$ cat src/verilog/awfifo_pkg.sv
// Shared constants of the write-channel FIFO block
package awfifo_pkg;
  localparam int DEPTH  = 16;
  localparam int ADDR_W = 32;
  localparam int PROT_W = 3;
  localparam int DATA_W = 32;
  localparam int STRB_W = DATA_W / 8;
  localparam int PTR_W  = $clog2(DEPTH);
  localparam int CNT_W  = $clog2(DEPTH) + 1;
  localparam int THR_W  = $clog2(DEPTH) - 1 + 1;
  localparam int AW_W   = ADDR_W + PROT_W;
  localparam int WD_W   = STRB_W + DATA_W;

  // APB byte offsets
  localparam logic [7:0] OFS_HIGH_WATER = 8'h00;
  localparam logic [7:0] OFS_LOW_WATER  = 8'h04;
  localparam logic [7:0] OFS_LEVEL      = 8'h08;
  localparam logic [7:0] OFS_INT_STATUS = 8'h0C;
  localparam logic [7:0] OFS_INT_CLEAR  = 8'h10;
  localparam logic [7:0] OFS_INT_ENABLE = 8'h14;

  // Level register field positions
  localparam int LVL_AW_CNT = 0;
  localparam int LVL_W_CNT  = 8;
  localparam int LVL_HIGH   = 16;
  localparam int LVL_LOW    = 17;

  // Interrupt event bits
  localparam int EV_OVERFLOW  = 0;
  localparam int EV_UNDERFLOW = 1;
  localparam int EV_HIGH_RISE = 2;
  localparam int EV_LOW_RISE  = 3;
  localparam int EV_W         = 4;

  // Values after reset
  localparam logic [THR_W-1:0] HIGH_WATER_RST = 4'hE;
  localparam logic [THR_W-1:0] LOW_WATER_RST  = 4'h2;
  localparam logic [EV_W-1:0]  INT_ENABLE_RST = 4'h0;
endpackage

$ cat src/verilog/fifo_stat_if.sv
// Fill-level and error status carried from a channel FIFO to its owner
interface fifo_stat_if #(parameter int CW = 5);
  logic [CW-1:0] count;
  logic [CW-1:0] countNxt;
  logic          pushErr;
  logic          popErr;
  modport source (output count, output countNxt, output pushErr, output popErr);
  modport sink   (input count, input countNxt, input pushErr, input popErr);
endinterface
$ cat src/verilog/axi_lite_write_channel_fifo.sv
// Write-address and write-data channel FIFOs with APB status registers
//
// Functional notes
// - Write-side count never shows fewer words than held.
// - A write shows in the write-side count at the next edge.
// - Read-side count never shows more readable words than held.
// - A read shows in the read-side count at the next edge.
// - Common count gives words stored, same width as other counts.
// - Underflow flags a refused read one cycle later, contents untouched.
// - Underflow may stay zero since empty reads are blocked.
// - High-water flag high while count at or above threshold.
// - Low-water flag high while count at or below threshold.
// - Data width is one of 8 to 512 in powers of two.
// - One strobe bit per data byte, bit n covers byte n.
// - Strobe bit 0 is the lowest byte; one marks byte valid.
// - Data and strobes stored together and presented together.
// - Slave-face ready high only when a beat can be stored.
// - Master-face valid high while a beat is held.
// - Overflow flags a refused write, may stay zero.
module axi_lite_write_channel_fifo
  import awfifo_pkg::*;
(
  // Clock and reset
  input  wire logic              mclk,
  input  wire logic              rst_n,
  // APB slave
  input  wire logic [7:0]        paddr,
  input  wire logic              psel,
  input  wire logic              penable,
  input  wire logic              pwrite,
  input  wire logic [31:0]       pwdata,
  output logic [31:0]            prdata,
  output logic                   pready,
  output logic                   pslverr,
  output logic                   irq,
  // Write-address slave face
  input  wire logic [ADDR_W-1:0] s_axi_awaddr,
  input  wire logic [PROT_W-1:0] s_axi_awprot,
  input  wire logic              s_axi_awvalid,
  output logic                   s_axi_awready,
  // Write-address master face
  output logic [ADDR_W-1:0]      m_axi_awaddr,
  output logic [PROT_W-1:0]      m_axi_awprot,
  output logic                   m_axi_awvalid,
  input  wire logic              m_axi_awready,
  // Write-data slave face
  input  wire logic [DATA_W-1:0] s_axi_wdata,
  input  wire logic [STRB_W-1:0] s_axi_wstrb,
  input  wire logic              s_axi_wvalid,
  output logic                   s_axi_wready,
  // Write-data master face
  output logic [DATA_W-1:0]      m_axi_wdata,
  output logic [STRB_W-1:0]      m_axi_wstrb,
  output logic                   m_axi_wvalid,
  input  wire logic              m_axi_wready,
  // Address FIFO sidebands
  output logic [CNT_W-1:0]       addr_fifo_fill_level_wside,
  output logic [CNT_W-1:0]       addr_fifo_fill_level_rside,
  output logic [CNT_W-1:0]       addr_fifo_fill_level_common,
  output logic                   addr_fifo_empty_read_refused,
  output logic                   addr_fifo_full_write_refused,
  output logic                   addr_fifo_high_water_flag,
  output logic                   addr_fifo_low_water_flag
);

  // ****************************************************************
  // Declarations
  // ****************************************************************
  fifo_stat_if #(.CW(CNT_W)) awStat ();
  fifo_stat_if #(.CW(CNT_W)) wStat ();

  logic [AW_W-1:0]  awOut;
  logic [WD_W-1:0]  wOut;
  logic [THR_W-1:0] highLevel_r;
  logic [THR_W-1:0] lowLevel_r;
  logic [EV_W-1:0]  intStatus_r;
  logic [EV_W-1:0]  intStatus_nxt;
  logic [EV_W-1:0]  intEnable_r;
  logic [EV_W-1:0]  events;
  logic [EV_W-1:0]  clearMask;
  logic             highFlag_r;
  logic             lowFlag_r;
  logic             highFlag_nxt;
  logic             lowFlag_nxt;
  logic             irq_r;
  logic [31:0]      prdata_r;
  logic             pready_r;
  logic             pslverr_r;
  logic [31:0]      levelWord;
  logic [31:0]      readMux;

  // ****************************************************************
  // Channel FIFOs
  // ****************************************************************
  // Upstream valid is the write request; readiness is the FIFO's
  chan_fifo #(.W(AW_W)) u_aw_fifo (
    .mclk     (mclk),
    .rst_n    (rst_n),
    .inData   ({s_axi_awprot, s_axi_awaddr}),
    .inValid  (s_axi_awvalid),
    .inReady  (s_axi_awready),
    .outData  (awOut),
    .outValid (m_axi_awvalid),
    .outReady (m_axi_awready),
    .stat     (awStat.source)
  );

  // Strobes ride beside the data in one stored word
  chan_fifo #(.W(WD_W)) u_w_fifo (
    .mclk     (mclk),
    .rst_n    (rst_n),
    .inData   ({s_axi_wstrb, s_axi_wdata}),
    .inValid  (s_axi_wvalid),
    .inReady  (s_axi_wready),
    .outData  (wOut),
    .outValid (m_axi_wvalid),
    .outReady (m_axi_wready),
    .stat     (wStat.source)
  );

  assign m_axi_awaddr = awOut[ADDR_W-1:0];
  assign m_axi_awprot = awOut[AW_W-1:ADDR_W];
  // Strobe bit n lines up with data byte n, bit 0 the lowest
  assign m_axi_wdata  = wOut[DATA_W-1:0];
  assign m_axi_wstrb  = wOut[WD_W-1:DATA_W];

  // ****************************************************************
  // Fill levels and water marks
  // ****************************************************************
  // One clock: exact count serves both sides, neither over nor under
  assign addr_fifo_fill_level_wside  = awStat.count;
  assign addr_fifo_fill_level_rside  = awStat.count;
  assign addr_fifo_fill_level_common = awStat.count;
  assign addr_fifo_empty_read_refused = awStat.popErr;
  assign addr_fifo_full_write_refused = awStat.pushErr;

  // Judged on next count so the flag lines up with the count
  assign highFlag_nxt = awStat.countNxt >= {1'b0, highLevel_r};
  assign lowFlag_nxt  = awStat.countNxt <= {1'b0, lowLevel_r};

  always_ff @(posedge mclk or negedge rst_n) begin
    if (!rst_n) begin
      highFlag_r <= 1'b0;
      lowFlag_r  <= 1'b1;
    end else begin
      highFlag_r <= highFlag_nxt;
      lowFlag_r  <= lowFlag_nxt;
    end
  end

  assign addr_fifo_high_water_flag = highFlag_r;
  assign addr_fifo_low_water_flag  = lowFlag_r;

  // ****************************************************************
  // APB decode
  // ****************************************************************
  // One wait state so that every APB output leaves a flip-flop
  wire apbAccess = psel && penable;
  wire apbFirst  = apbAccess && !pready_r;
  wire apbDone   = apbAccess && pready_r;
  wire apbWrite  = apbDone && pwrite;
  wire selHigh   = paddr == OFS_HIGH_WATER;
  wire selLow    = paddr == OFS_LOW_WATER;
  wire selLevel  = paddr == OFS_LEVEL;
  wire selStatus = paddr == OFS_INT_STATUS;
  wire selClear  = paddr == OFS_INT_CLEAR;
  wire selEnable = paddr == OFS_INT_ENABLE;
  wire addrHit   = selHigh || selLow || selLevel ||
                   selStatus || selClear || selEnable;

  assign levelWord = (32'(awStat.count) << LVL_AW_CNT) |
                     (32'(wStat.count) << LVL_W_CNT) |
                     (32'(highFlag_r) << LVL_HIGH) |
                     (32'(lowFlag_r) << LVL_LOW);

  // Clear register is write-only and reads as zero
  assign readMux = selHigh   ? 32'(highLevel_r) :
                   selLow    ? 32'(lowLevel_r)  :
                   selLevel  ? levelWord        :
                   selStatus ? 32'(intStatus_r) :
                   selEnable ? 32'(intEnable_r) : 32'h0000_0000;

  always_ff @(posedge mclk or negedge rst_n) begin
    if (!rst_n) begin
      pready_r  <= 1'b0;
      pslverr_r <= 1'b0;
      prdata_r  <= '0;
    end else begin
      pready_r  <= apbFirst;
      pslverr_r <= apbFirst && !addrHit;
      prdata_r  <= (apbFirst && !pwrite) ? readMux : 32'h0000_0000;
    end
  end

  assign pready  = pready_r;
  assign pslverr = pslverr_r;
  assign prdata  = prdata_r;

  // ****************************************************************
  // Configuration registers
  // ****************************************************************
  // Threshold writes are not blocked outside reset; software must
  // program them while the channel is idle
  always_ff @(posedge mclk or negedge rst_n) begin
    if (!rst_n) begin
      highLevel_r <= HIGH_WATER_RST;
      lowLevel_r  <= LOW_WATER_RST;
      intEnable_r <= INT_ENABLE_RST;
    end else begin
      if (apbWrite && selHigh) begin
        highLevel_r <= pwdata[THR_W-1:0];
      end
      if (apbWrite && selLow) begin
        lowLevel_r <= pwdata[THR_W-1:0];
      end
      if (apbWrite && selEnable) begin
        intEnable_r <= pwdata[EV_W-1:0];
      end
    end
  end

  // ****************************************************************
  // Interrupts
  // ****************************************************************
  assign events[EV_OVERFLOW]  = awStat.pushErr;
  assign events[EV_UNDERFLOW] = awStat.popErr;
  assign events[EV_HIGH_RISE] = highFlag_nxt && !highFlag_r;
  assign events[EV_LOW_RISE]  = lowFlag_nxt && !lowFlag_r;
  assign clearMask = (apbWrite && selClear) ? pwdata[EV_W-1:0] : '0;
  // Event in the clearing cycle survives: set wins
  assign intStatus_nxt = (intStatus_r & ~clearMask) | events;

  always_ff @(posedge mclk or negedge rst_n) begin
    if (!rst_n) begin
      intStatus_r <= '0;
      irq_r       <= 1'b0;
    end else begin
      intStatus_r <= intStatus_nxt;
      irq_r       <= |(intStatus_nxt & intEnable_r);
    end
  end

  assign irq = irq_r;

  // ****************************************************************
  // Assertions
  // ****************************************************************
  localparam bit DATA_W_OK = (DATA_W == 8) || (DATA_W == 16) ||
                             (DATA_W == 32) || (DATA_W == 64) ||
                             (DATA_W == 128) || (DATA_W == 256) ||
                             (DATA_W == 512);

  wire awPush = s_axi_awvalid && s_axi_awready;
  wire awPop  = m_axi_awvalid && m_axi_awready;
  wire wPush  = s_axi_wvalid && s_axi_wready;
  wire wPop   = m_axi_wvalid && m_axi_wready;
endmodule

$ cat src/verilog/chan_fifo.sv
// Single-clock channel FIFO with registered head word and fill level
module chan_fifo
  import awfifo_pkg::*;
#(
  parameter int W = 8
) (
  // Clock and reset
  input  wire logic         mclk,
  input  wire logic         rst_n,
  // Fill face
  input  wire logic [W-1:0] inData,
  input  wire logic         inValid,
  output logic              inReady,
  // Drain face
  output logic [W-1:0]      outData,
  output logic              outValid,
  input  wire logic         outReady,
  // Status
  fifo_stat_if.source       stat
);
  logic [W-1:0]     mem [DEPTH];
  logic [PTR_W-1:0] wrPtr_r;
  logic [PTR_W-1:0] rdPtr_r;
  logic [PTR_W-1:0] rdPtr_nxt;
  logic [CNT_W-1:0] count_r;
  logic [CNT_W-1:0] count_nxt;
  logic [W-1:0]     head_nxt;
  logic             inReady_r;
  logic             outValid_r;
  logic [W-1:0]     outData_r;
  logic             pushErr_r;
  logic             popErr_r;
  wire              push;
  wire              pop;

  // Transfers only on valid and ready together
  assign push      = inValid && inReady_r;
  assign pop       = outValid_r && outReady;
  assign rdPtr_nxt = pop ? rdPtr_r + 1'b1 : rdPtr_r;
  assign count_nxt = count_r + CNT_W'(push) - CNT_W'(pop);
  // Bypass when the new word becomes the only one held
  assign head_nxt  = (count_r == CNT_W'(pop)) ? inData : mem[rdPtr_nxt];

  always_ff @(posedge mclk) begin
    if (push) begin
      mem[wrPtr_r] <= inData;
    end
  end

  always_ff @(posedge mclk or negedge rst_n) begin
    if (!rst_n) begin
      wrPtr_r    <= '0;
      rdPtr_r    <= '0;
      count_r    <= '0;
      inReady_r  <= 1'b0;
      outValid_r <= 1'b0;
      outData_r  <= '0;
      pushErr_r  <= 1'b0;
      popErr_r   <= 1'b0;
    end else begin
      wrPtr_r    <= push ? wrPtr_r + 1'b1 : wrPtr_r;
      rdPtr_r    <= rdPtr_nxt;
      count_r    <= count_nxt;
      inReady_r  <= count_nxt != CNT_W'(DEPTH);
      outValid_r <= count_nxt != '0;
      outData_r  <= head_nxt;
      // Full and empty gate the handshakes, so these never fire
      pushErr_r  <= push && (count_r == CNT_W'(DEPTH));
      popErr_r   <= pop && (count_r == '0);
    end
  end

  assign inReady       = inReady_r;
  assign outValid      = outValid_r;
  assign outData       = outData_r;
  assign stat.count    = count_r;
  assign stat.countNxt = count_nxt;
  assign stat.pushErr  = pushErr_r;
  assign stat.popErr   = popErr_r;
endmodule

$ cat config.mk
export PLATFORM = sky130hd
export DESIGN_NAME = axi_lite_write_channel_fifo
export DESIGN_NICKNAME = d
export VERILOG_FILES = /design/src/verilog/awfifo_pkg.sv /design/src/verilog/fifo_stat_if.sv /design/src/verilog/axi_lite_write_channel_fifo.sv /design/src/verilog/chan_fifo.sv
export SDC_FILE = /design/constraint.sdc
export NUM_CORES = 1
export LEC_CHECK = 0
export BUFFER_PORTS_ARGS = -buffer_cell sky130_fd_sc_hd__buf_4
export CELL_PAD_IN_SITES_DETAIL_PLACEMENT = 0
export CELL_PAD_IN_SITES_GLOBAL_PLACEMENT = 2
export CORE_ASPECT_RATIO = 1.25
export CORE_MARGIN = 4
export CORE_UTILIZATION = 47
export CTS_BUF_LIST = sky130_fd_sc_hd__clkbuf_4 sky130_fd_sc_hd__clkbuf_8
export CTS_CLUSTER_DIAMETER = 40
export DETAILED_ROUTE_END_ITERATION = 10
export GPL_TIMING_DRIVEN = 0
export PLACE_DENSITY = 0.93
export SLEW_MARGIN = 20
export SYNTH_ARGS = -nofsm -noshare
export SYNTH_HDL_FRONTEND = slang
export SYNTH_SLANG_ARGS = --single-unit
$ cat constraint.sdc
create_clock -name mclk -period 4.7 [get_ports mclk]
set_clock_uncertainty 0.15 [all_clocks]
set_input_delay 0.47 -clock mclk [delete_from_list [all_inputs] [get_ports mclk]]
set_output_delay 0.47 -clock mclk [all_outputs]
set_load 0.005 [all_outputs]
[Yosys cells after proc, flatten, opt, wreduce, memory -nomap -nowiden]
Memories as Yosys holds them, arrays and structs flattened.
Cells that the tools add are included.
Word-level totals
  flip-flop bits (word level): 142
  bits in latches: 0
  RAM bits: 1136
  ROM bits: 0
  bits of input ports: 120
  output and inout port bits: 129
  memories kept: 2
Cells by class
  add/subtract/negate cells: 8
  multiply operators: 0
  divide/modulo/power cells: 0
  magnitude comparators: 2
  equal/unequal tests: 10
  shifts and indexed selects: 0
  muxes and demuxes: 15
  bitwise operators: 7
  reduce and logical (&&, ||, !) cells: 33
Memory list
  u_w_fifo.mem: words 16, bits a word 36, rd ports 1, clocked after memory_dff 0, write ports 1, line chan_fifo.sv:21  | logic [W-1:0] mem [DEPTH];
  u_aw_fifo.mem: words 16, bits a word 35, rd ports 1, clocked after memory_dff 0, write ports 1, line chan_fifo.sv:21
Operator list (number)
  two-way mux 18 bit: 4
  two-way mux 36 bit: 1
  two-way mux 35 bit: 1
  two-way mux 4 bit: 5
  logical AND 1 bit: 18
  bitwise OR 17 x 18 -> 18 bit: 1
  bitwise OR 13 x 17 -> 17 bit: 1
  adder 4 x 1 -> 4 bit, second input constant: 4
  == test 8 x 4 -> 1 bit, second input constant: 2
  == test 8 x 5 -> 1 bit, second input constant: 2
  bitwise OR 5 x 13 -> 13 bit: 1
  adder 5 x 1 -> 5 bit: 2
  == test 5 x 1 -> 1 bit: 2
  != test 5 bit, second input constant: 2
  nonzero test 5 bit: 2
  subtractor 5 x 1 -> 5 bit: 2
  bitwise AND 4 bit: 2
  == test 8 x 3 -> 1 bit, second input constant: 1
  logical NOT 8 bit: 1
  == test 5 bit, second input constant: 1
  greater-or-equal comparator 5 x 4 -> 1 bit: 1
  less-or-equal comparator 5 x 4 -> 1 bit: 1
  logical NOT 1 bit: 5
  logical NOT 5 bit: 1
  other kinds (5): 12

[Depth between registers and ports, before layout]
Gate-level depths: netlist of run 1.
  word-level depth: 10
  mapped depth: 13
  depth with buffers taken out: 13

[Cells and area by module]
Synthesis of run 1 repeated with hierarchy kept, for this count alone.
Unflattened totals
  cell total of the unflattened synthesis: 3826
  area, all modules: 60947.2 sq um
Modules (own cells, without submodules)
  chan_fifo (u_w_fifo): instances 1, cells each 1848, area each 29952.5 sq um
  chan_fifo (u_aw_fifo): instances 1, cells each 1801, area each 29132.9 sq um
  axi_lite_write_channel_fifo: instances 1, cells each 177, area each 1861.8 sq um

[Worst setup path before layout of run 1]
Ideal clock, no wire load.
  path type: input to register
  start: input s_axi_wvalid
  end: memory u_w_fifo.mem[3][0] in the netlist's numbering, enable pin
  setup time: 0.474 ns
  arrival time: 3.499 ns
  slack: 0.577 ns
  cell stages on the path: 4
  path through: and2_1 > clkbuf_1 > nand2_1 > nor3_1
On the way
  longest elaborated chain between the ends: 3
Ends and longest elaborated chain
  from (decl): line axi_lite_write_channel_fifo.sv:49  | input wire logic s_axi_wvalid,
  logical AND 1 bit
  net u_w_fifo.push: line chan_fifo.sv:33  | wire push;
  two-way mux 1 bit: line chan_fifo.sv:45  | if (push) begin
  two-way mux 1 bit (implied by the code): line chan_fifo.sv:46  | mem[wrPtr_r] <= inData;
  to (decl): line chan_fifo.sv:21
The timed path passes the listed nets, and every way through them passes these cells.

[Final worst setup path of run 1]
  start: register u_w_fifo.outValid_r (netlist: u_w_fifo.outValid)
  end: register u_w_fifo.outData_r[33] (netlist: u_w_fifo.outData[33])
On the way
  longest elaborated chain between the ends: 4
  elaborated cells between the ends (all ways): 5
  classes of those cells: eq/ne (1); mux (2); reduce/logical (1); memory (1)
Ends and longest elaborated chain
  from (decl): line chan_fifo.sv:29  | logic outValid_r;
  from (signal assigned): line chan_fifo.sv:56  | outValid_r <= 1'b0;
  from (signal assigned): line chan_fifo.sv:65  | outValid_r <= count_nxt != '0;
  logical AND 1 bit (*): line chan_fifo.sv:38  | assign pop = outValid_r && outReady;
  two-way mux 4 bit: line chan_fifo.sv:39  | assign rdPtr_nxt = pop ? rdPtr_r + 1'b1 : rdPtr_r;
  memory (16 x 36 bit)
  two-way mux 36 bit (*): line chan_fifo.sv:42  | assign head_nxt = (count_r == CNT_W'(pop)) ? inData : mem[rdPtr_nxt];
  net u_w_fifo.head_nxt[33]: line chan_fifo.sv:27  | logic [W-1:0] head_nxt;
  to (signal assigned): line chan_fifo.sv:66  | outData_r <= head_nxt;
  to (decl): line chan_fifo.sv:30  | logic [W-1:0] outData_r;
The timed path passes the listed nets; every way through them passes the cells marked *.
A chain may end at the register's enable or synchronous reset.

==> metrics.txt, run 1 <==
outcome=finished, final reports clean; clock transition at the registers of the reported paths=about 0.060 ns; Setup-failing EPs final=0; setup bufs post-CTS=0; Initial Utilization=0.473; Worst-Margin Slew=1.07 ns; Die Span X=301 um; Core Area=0.107 sq mm; hold crit path type=in2reg; largest family of logic cells by synthesized area=simple AND/OR/NAND/NOR gates; DRC viols=0; Finished Core Util=0.564; CTS Buf Count=slightly below 200; Synth Area in Simple Gates=0.0924; Syn-to-layout area delta=19.0%; Adder-Cell Fraction of Synth Area=0.00797; # rows=~130; CP startpoint=u_w_fifo.outValid; vias in the first global route=between 30000 and 40000; Final min period=roughly 3.8 ns; first-pass GRT wire length=199000 um; nets@finish=3941; routed vias/inst=5.70; Max VDD drop=between 0.4 and 0.5 mV; htree depth=4; hold endpoint=u_w_fifo.wrPtr_r[0]; share of cells above drive strength 1=0.231; setup TNS=0 ns; Mapped Cells=3230; most frequent cells in the layout=edfxtp_1, nand2_1, buf_4, nand3_1, clkbuf_8; Worst R2R Start=u_w_fifo.outValid; mux contribution to synthesized area=0.0739; EDFF count, synth=1136; r2r worst-path depth=9; asr flop ratio synth=0.107; CP endpoint kind=flop; Fmax=263 MHz; Critical Path RT=5.22 ns; critical path arrival=4.32 ns; CP Launch Type=flop; antenna violations before repair=8; die area=~0.11 sq mm; R2R Setup Slk=0.90 ns; Die Ht=375 um; Hold Vio Cnt, Final=0; DR iter-0 viols=2993; largest net degree at the start of global routing=between 50 and 60; DP Wirelength=a little under 90000 um; Seq/Total Area, Yosys=0.742; CTS max path bufs=3; Routed WL=135000 um; total global-route track usage=0.238; clk root buf=clkbuf_8; synth unique cells=75; hold-critical path depth=4; RSZ-0062 raised after global routing=no; Finished Cell Area=0.0602 sq mm; DRT antenna net count=0; Ys Warns=0; Slew Viols, Final=0; CTS tree=built; Crit Path Class=reg2reg; P per Cell Area=664 mW/mm^2; post-synthesis xor/xnor area fraction=0.00485; Max FO, Critical Path=10; Hold Crit Start=s_axi_wvalid; Routed WL per cell=25.0 um; Avg Cell Area, Syn=15.7 sq um; worst reg2reg endpoint=u_w_fifo.outData[33]; I/O pin count=around 250; Post-Syn Area=0.0506 sq mm; count of max-cap constraint violations=0; Main synth FF type=edfxtp_1; slew margin rel.=0.285; DP Area=0.0549 sq mm; Hold WS=0.113 ns; post-synthesis register bit count=around 1300; most common cell after layout, fill and taps aside=edfxtp_1; CTS sink cnt=about 1300; via count=30800; first-pass detailed-route iteration total=6; Compound-Gate Fraction of Synth Area=0.0532; routability cong.=0.832; static leakage=21.2 nW; Clk Latency, worst-skew pair=~0.92 ns; period utilisation layout=0.808; GR Overflow Total=0; PortBufs=roughly 200; cts repair resizes=0
-- cells by family after synthesis --
| family | after synthesis |
|---|---|
| buffers and inverters | 258 |
| AND/OR/NAND/NOR | 1043 |
| other | 1 |
| adder cells (fa/ha/maj) | 31 |
| multiplexers | 233 |
| XOR/XNOR | 22 |
| AO/OA/AOI/OAI | 370 |
| flip-flops | 1272 |
-- what timing repair did --
item	CTS	global route
hold buffers	92	0
endpoints found under the setup margin	0	0
endpoints found under the hold margin	1373	0
-- worst max-delay path: stages, from the launching register on --
cell and delay, ns:
dfrtp_1 0.40, nand2_2 0.15, inv_4 0.09, ha_1 0.28
inv_1 0.07, nor4b_4 0.80, inv_1 0.17, nand2_1 0.42
clkbuf_1 0.70, o221ai_1 0.33
-- through the flow --
stage / worst slack, ns / power, W / cells
2_1_floorplan: 0.577 / 0.0239 / 3249
3_3_place_gp: -2.80 / 0.0298 / 4876
3_5_place_dp: 0.711 / 0.0302 / 4926
4_1_cts: 0.865 / 0.0402 / 5389
5_1_grt: 0.753 / 0.0419 / 5393
6_report: 0.902 / 0.0400 / 5397
-- worst max path at each step --
stage | endpoint | slack [ns] | cells past startpoint
floorplan | u_w_fifo.mem[3][0] | 0.58 | 4
global placement | u_w_fifo.mem[2][13] | -2.80 | 5
detailed placement | u_w_fifo.outData[32] | 0.71 | 10
CTS | u_w_fifo.outData[31] | 0.86 | 9
global route | u_w_fifo.outData[31] | 0.75 | 9
finish | u_w_fifo.outData[33] | 0.90 | 9
-- registers in the layout, summed over array words and instances, names as in the netlist, 4 cells and up --
register              count
intEnable_r               4
u_aw_fifo.outData        35
prdata                   12
u_aw_fifo.rdPtr_r         4
highLevel_r               4
u_w_fifo.mem            576
u_aw_fifo.stat.count      5
u_aw_fifo.mem           560
u_w_fifo.outData         36
intStatus_r               4
lowLevel_r                4
u_w_fifo.wrPtr_r          4
u_aw_fifo.wrPtr_r         4
u_w_fifo.stat.count       5
u_w_fifo.rdPtr_r          4
-- synth_stat cells (all sizes together), types with 4 or more instances --
cell type | instances | area share
o21ai | 40 | 0.0040
nand4 | 107 | 0.013
dfrtp | 131 | 0.065
a211o | 33 | 0.0057
o221ai | 66 | 0.011
ha | 29 | 0.0072
mux4 | 108 | 0.048
nand2b | 7 | 0.00087
nand2 | 560 | 0.042
a31oi | 36 | 0.0045
and2 | 23 | 0.0029
and3 | 8 | 0.00099
xnor2 | 14 | 0.0033
or3 | 4 | 0.00049
nor3 | 13 | 0.0015
clkbuf | 86 | 0.0064
nand3 | 217 | 0.021
nor2b | 6 | 0.00074
inv | 37 | 0.0028
edfxtp | 1136 | 0.67
a21o | 4 | 0.00059
o31ai | 4 | 0.00069
a21oi | 44 | 0.0044
a32oi | 34 | 0.0059
xor2 | 8 | 0.0015
buf | 135 | 0.016
a211oi | 6 | 0.00089
mux2i | 81 | 0.016
o22ai | 40 | 0.0049
dfstp | 5 | 0.0026
mux2 | 44 | 0.0098
o21bai | 33 | 0.0049
a22oi | 5 | 0.00074
nor2 | 85 | 0.0063
-- power by group --
| group | internal, W | total (W) | switching (W) |
|---|---|---|---|
| Combinational | 0.00563 | 0.0155 | 0.00991 |
| Sequential | 0.0139 | 0.0145 | 0.000548 |
| Clock | 0.00549 | 0.00997 | 0.00447 |
-- metal layers --
| layer | up-vias | track usage | part of all wire |
|---|---|---|---|
| met5 | - | 0 | 0.00033 |
| met4 | 8 | 0.0876 | 0.034 |
| met3 | 293 | 0.0432 | 0.062 |
| met2 | 1296 | 0.437 | 0.54 |
| met1 | 15600 | 0.277 | 0.36 |
| li1 | 13600 | - | - |
-- final cells by class --
type / instances / area (sq um)
Timing Repair Buffer: 342 / 3300
Sequential cell: 1272 / 37500
Inverter: 37 / 141
Clock buffer: 274 / 3370
Tap cell: 1428 / 1790
Buffer: 221 / 1150
Antenna cell: 7 / 17.5
Multi-Input combinational cell: 1719 / 12000
Clock inverter: 97 / 931
Fill cell: 8384 / 46600
Note: power is estimated with default switching activity, not from simulation.
==> run 2: changes to the inputs <==
==> constraint.sdc (replaced) <==
create_clock -name mclk -period 3.9 [get_ports mclk]
set_clock_uncertainty 0.15 [all_clocks]
set_input_delay 0.39 -clock mclk [delete_from_list [all_inputs] [get_ports mclk]]
set_output_delay 0.39 -clock mclk [all_outputs]
set_load 0.005 [all_outputs]
==> run 2 against run 1 <==
Effect of this change:
- cell count hardly changed
- clock-buffer cell count grew 15
- first-iteration DRC count is 14% lower
- cell area is essentially flat
- routed wire length is 0.27% lower
- largest power group unchanged
- highest routed layer unchanged
==> metrics.txt, run 2 (synthesized netlist as in run 1, its figures left out) <==
via count=30700 (-0.31%); first-pass detailed-route iteration total=8 (+2); Setup-failing EPs final=0 (unchanged); Syn-to-layout area delta=19.0% (about the same); DRC viols=0 (unchanged); RSZ-0062 raised after global routing=no; R2R Setup Slk=0.20 ns (-0.70 ns); die area=0.113 sq mm (unchanged); CTS max path bufs=3 (unchanged); Max VDD drop=0.530 mV (+22%); count of max-cap constraint violations=0 (unchanged); Worst R2R Start=u_w_fifo.outValid; Die Ht=375 um (unchanged); sequential group share of total power=0.365 (+0.003); setup bufs post-CTS=0 (unchanged); Crit Path Class=reg2reg; number of flip-flops in the largest register=576 (unchanged); DR iter-0 viols=2563 (-14%); clk root buf=clkbuf_8; Hold Crit Start=psel; Worst-Margin Slew=1.14 ns (+0.0675 ns); critical path arrival=4.23 ns (-0.09 ns); Max FO, Critical Path=10 (unchanged); Die Span X=301 um (unchanged); routability cong.=0.828 (-0.49%); clock transition at the registers of the reported paths=0.06 ns (about the same); Initial Utilization=0.473 (unchanged); DRT antenna net count=0 (unchanged); Comb pwr share=0.390 (about the same); dpl cells=4913 (-0.26%); most common cell after layout, fill and taps aside=edfxtp_1; outcome=finished, final reports clean; Routed WL=134000 um (-0.27%); share of cells above drive strength 1=0.231 (-0.000524); vias in the first global route=31400 (-1.1%); worst reg2reg endpoint=u_w_fifo.outData[31]; CTS tree=built; Routed WL per cell=24.9 um (-0.20%); CP Launch Type=flop; DP Wirelength=86000 um (-1.7%); CTS Buf Count=199 (+1.0%); most frequent cells in the layout=edfxtp_1, nand2_1, buf_4, clkbuf_8, nand3_1; Hold Vio Cnt, Final=0 (unchanged); # rows=134 (unchanged); Critical Path RT=4.43 ns (-0.79 ns); period utilisation layout=0.948 (+0.140); hold endpoint=prdata[8]; routed vias/inst=5.69 (-0.23%); CP endpoint kind=flop; post-route insts no fill=5393 (-0.074%); I/O pin count=249 (unchanged); static leakage=21.1 nW (-0.30%); Internal=0.0300 W (+20%); Slew Viols, Final=0 (unchanged); htree depth=4 (unchanged); Pwr Total=0.0479 W (+20%); GR Overflow Total=0 (unchanged); Clk pwr share=0.246 (-0.003); antenna violations before repair=7 (-1); total global-route track usage=0.237 (-0.00160); hold-critical path depth=5 (+1); Clk Latency, worst-skew pair=0.92 ns (about the same); PortBufs=199 (unchanged); P per Cell Area=796 mW/mm^2 (+20%); Fillers=8339 (-0.54%); Final min period=3.70 ns (-0.101 ns); slew margin rel.=0.236 (-0.0491); largest net degree at the start of global routing=50 (-2.0%); Largest Register=u_w_fifo.mem; net switching power=0.0179 W (+20%); first-pass GRT wire length=197000 um (-1.1%); Net Sw Frac=0.374 (+0.00105); nets@finish=3935 (-0.15%); Core Area=0.107 sq mm (unchanged); Fmax=271 MHz (+2.7%); hold crit path type=in2reg; CTS sink cnt=1272 (unchanged); r2r worst-path depth=10 (+1)
## run 2: power by group through the flow
stage / sequential, W / combinational [W] / clock, W
final: 0.0175 / 0.0187 / 0.0118
after detailed placement: 0.0177 / 0.0186 / 0
after global placement: 0.0178 / 0.0181 / 0
after CTS: 0.0175 / 0.0188 / 0.0119
after global routing: 0.0176 / 0.0201 / 0.0126
after floorplan: 0.0176 / 0.0113 / 0
## run 2: what timing repair did
item / 4_1_cts / 5_1_grt
hold buffers: 98 / 0
endpoints found under the hold margin: 1384 / 0
setup endpoints to repair: 0 / 6
gates resized for setup: 0 / 4
## run 2: cell type report
cell class | count | area, sq um | share of cell area
multi-input combinational | 1719 | 12000 | 0.200
timing repair buffer | 334 | 3250 | 0.0541
clock inverter | 86 | 689 | 0.0115
sequential | 1272 | 37500 | 0.624
buffer | 221 | 1150 | 0.0192
antenna | 7 | 17.5 | 0.000291
tap | 1428 | 1790 | 0.0297
clock buffer | 289 | 3590 | 0.0597
inverter | 37 | 141 | 0.00235
## run 2: worst max-delay path by stage
stage	startpoint	end	slack, ns	cells after the start
global placement	s_axi_wvalid	u_w_fifo.mem[7][14]	-1.42	5
CTS	u_aw_fifo.outValid	irq	0.16	11
global route	u_w_fifo.outValid	u_w_fifo.outData[31]	0.03	10
detailed placement	m_axi_wready	u_w_fifo.outData[32]	0.11	10
floorplan	s_axi_wvalid	u_w_fifo.mem[15][0]	0.82	4
finish	u_w_fifo.outValid	u_w_fifo.outData[31]	0.20	10
## run 2: critical path: stages, from the launching register on
cell,delay (ns)
dfrtp_1,0.40
nand2_2,0.15
inv_4,0.09
ha_1,0.28
inv_1,0.07
nor4b_4,0.81
inv_1,0.18
nand2b_1,0.11
buf_2,0.27
clkbuf_1,0.66
o221ai_1,0.31
## run 2: per-stage QoR
stage,util,cell area (sq um),setup WS [ns],hold WS [ns],setup TNS (ns)
after floorplan,-,50700,0.820,-0.0556,0
after global placement,0.505,53900,-1.42,0.321,-598.92
after global routing,0.563,60200,0.0332,0.117,0
final,0.563,60200,0.203,0.147,0
after detailed placement,0.514,54900,0.109,0.178,0
after CTS,0.563,60100,0.160,0.0310,0
## run 2: layer usage
| metal | routed length, um | part of all wire | vias to the layer above | GRT usage |
|---|---|---|---|---|
| met1 | 48700 | 0.36 | 15500 | 0.276 |
| met2 | 72200 | 0.54 | 1340 | 0.432 |
| met3 | 8930 | 0.066 | 305 | 0.0439 |
| met4 | 4610 | 0.034 | 4 | 0.0897 |
| li1 | - | - | 13600 | - |
| met5 | 26 | 0.00019 | - | 0 |
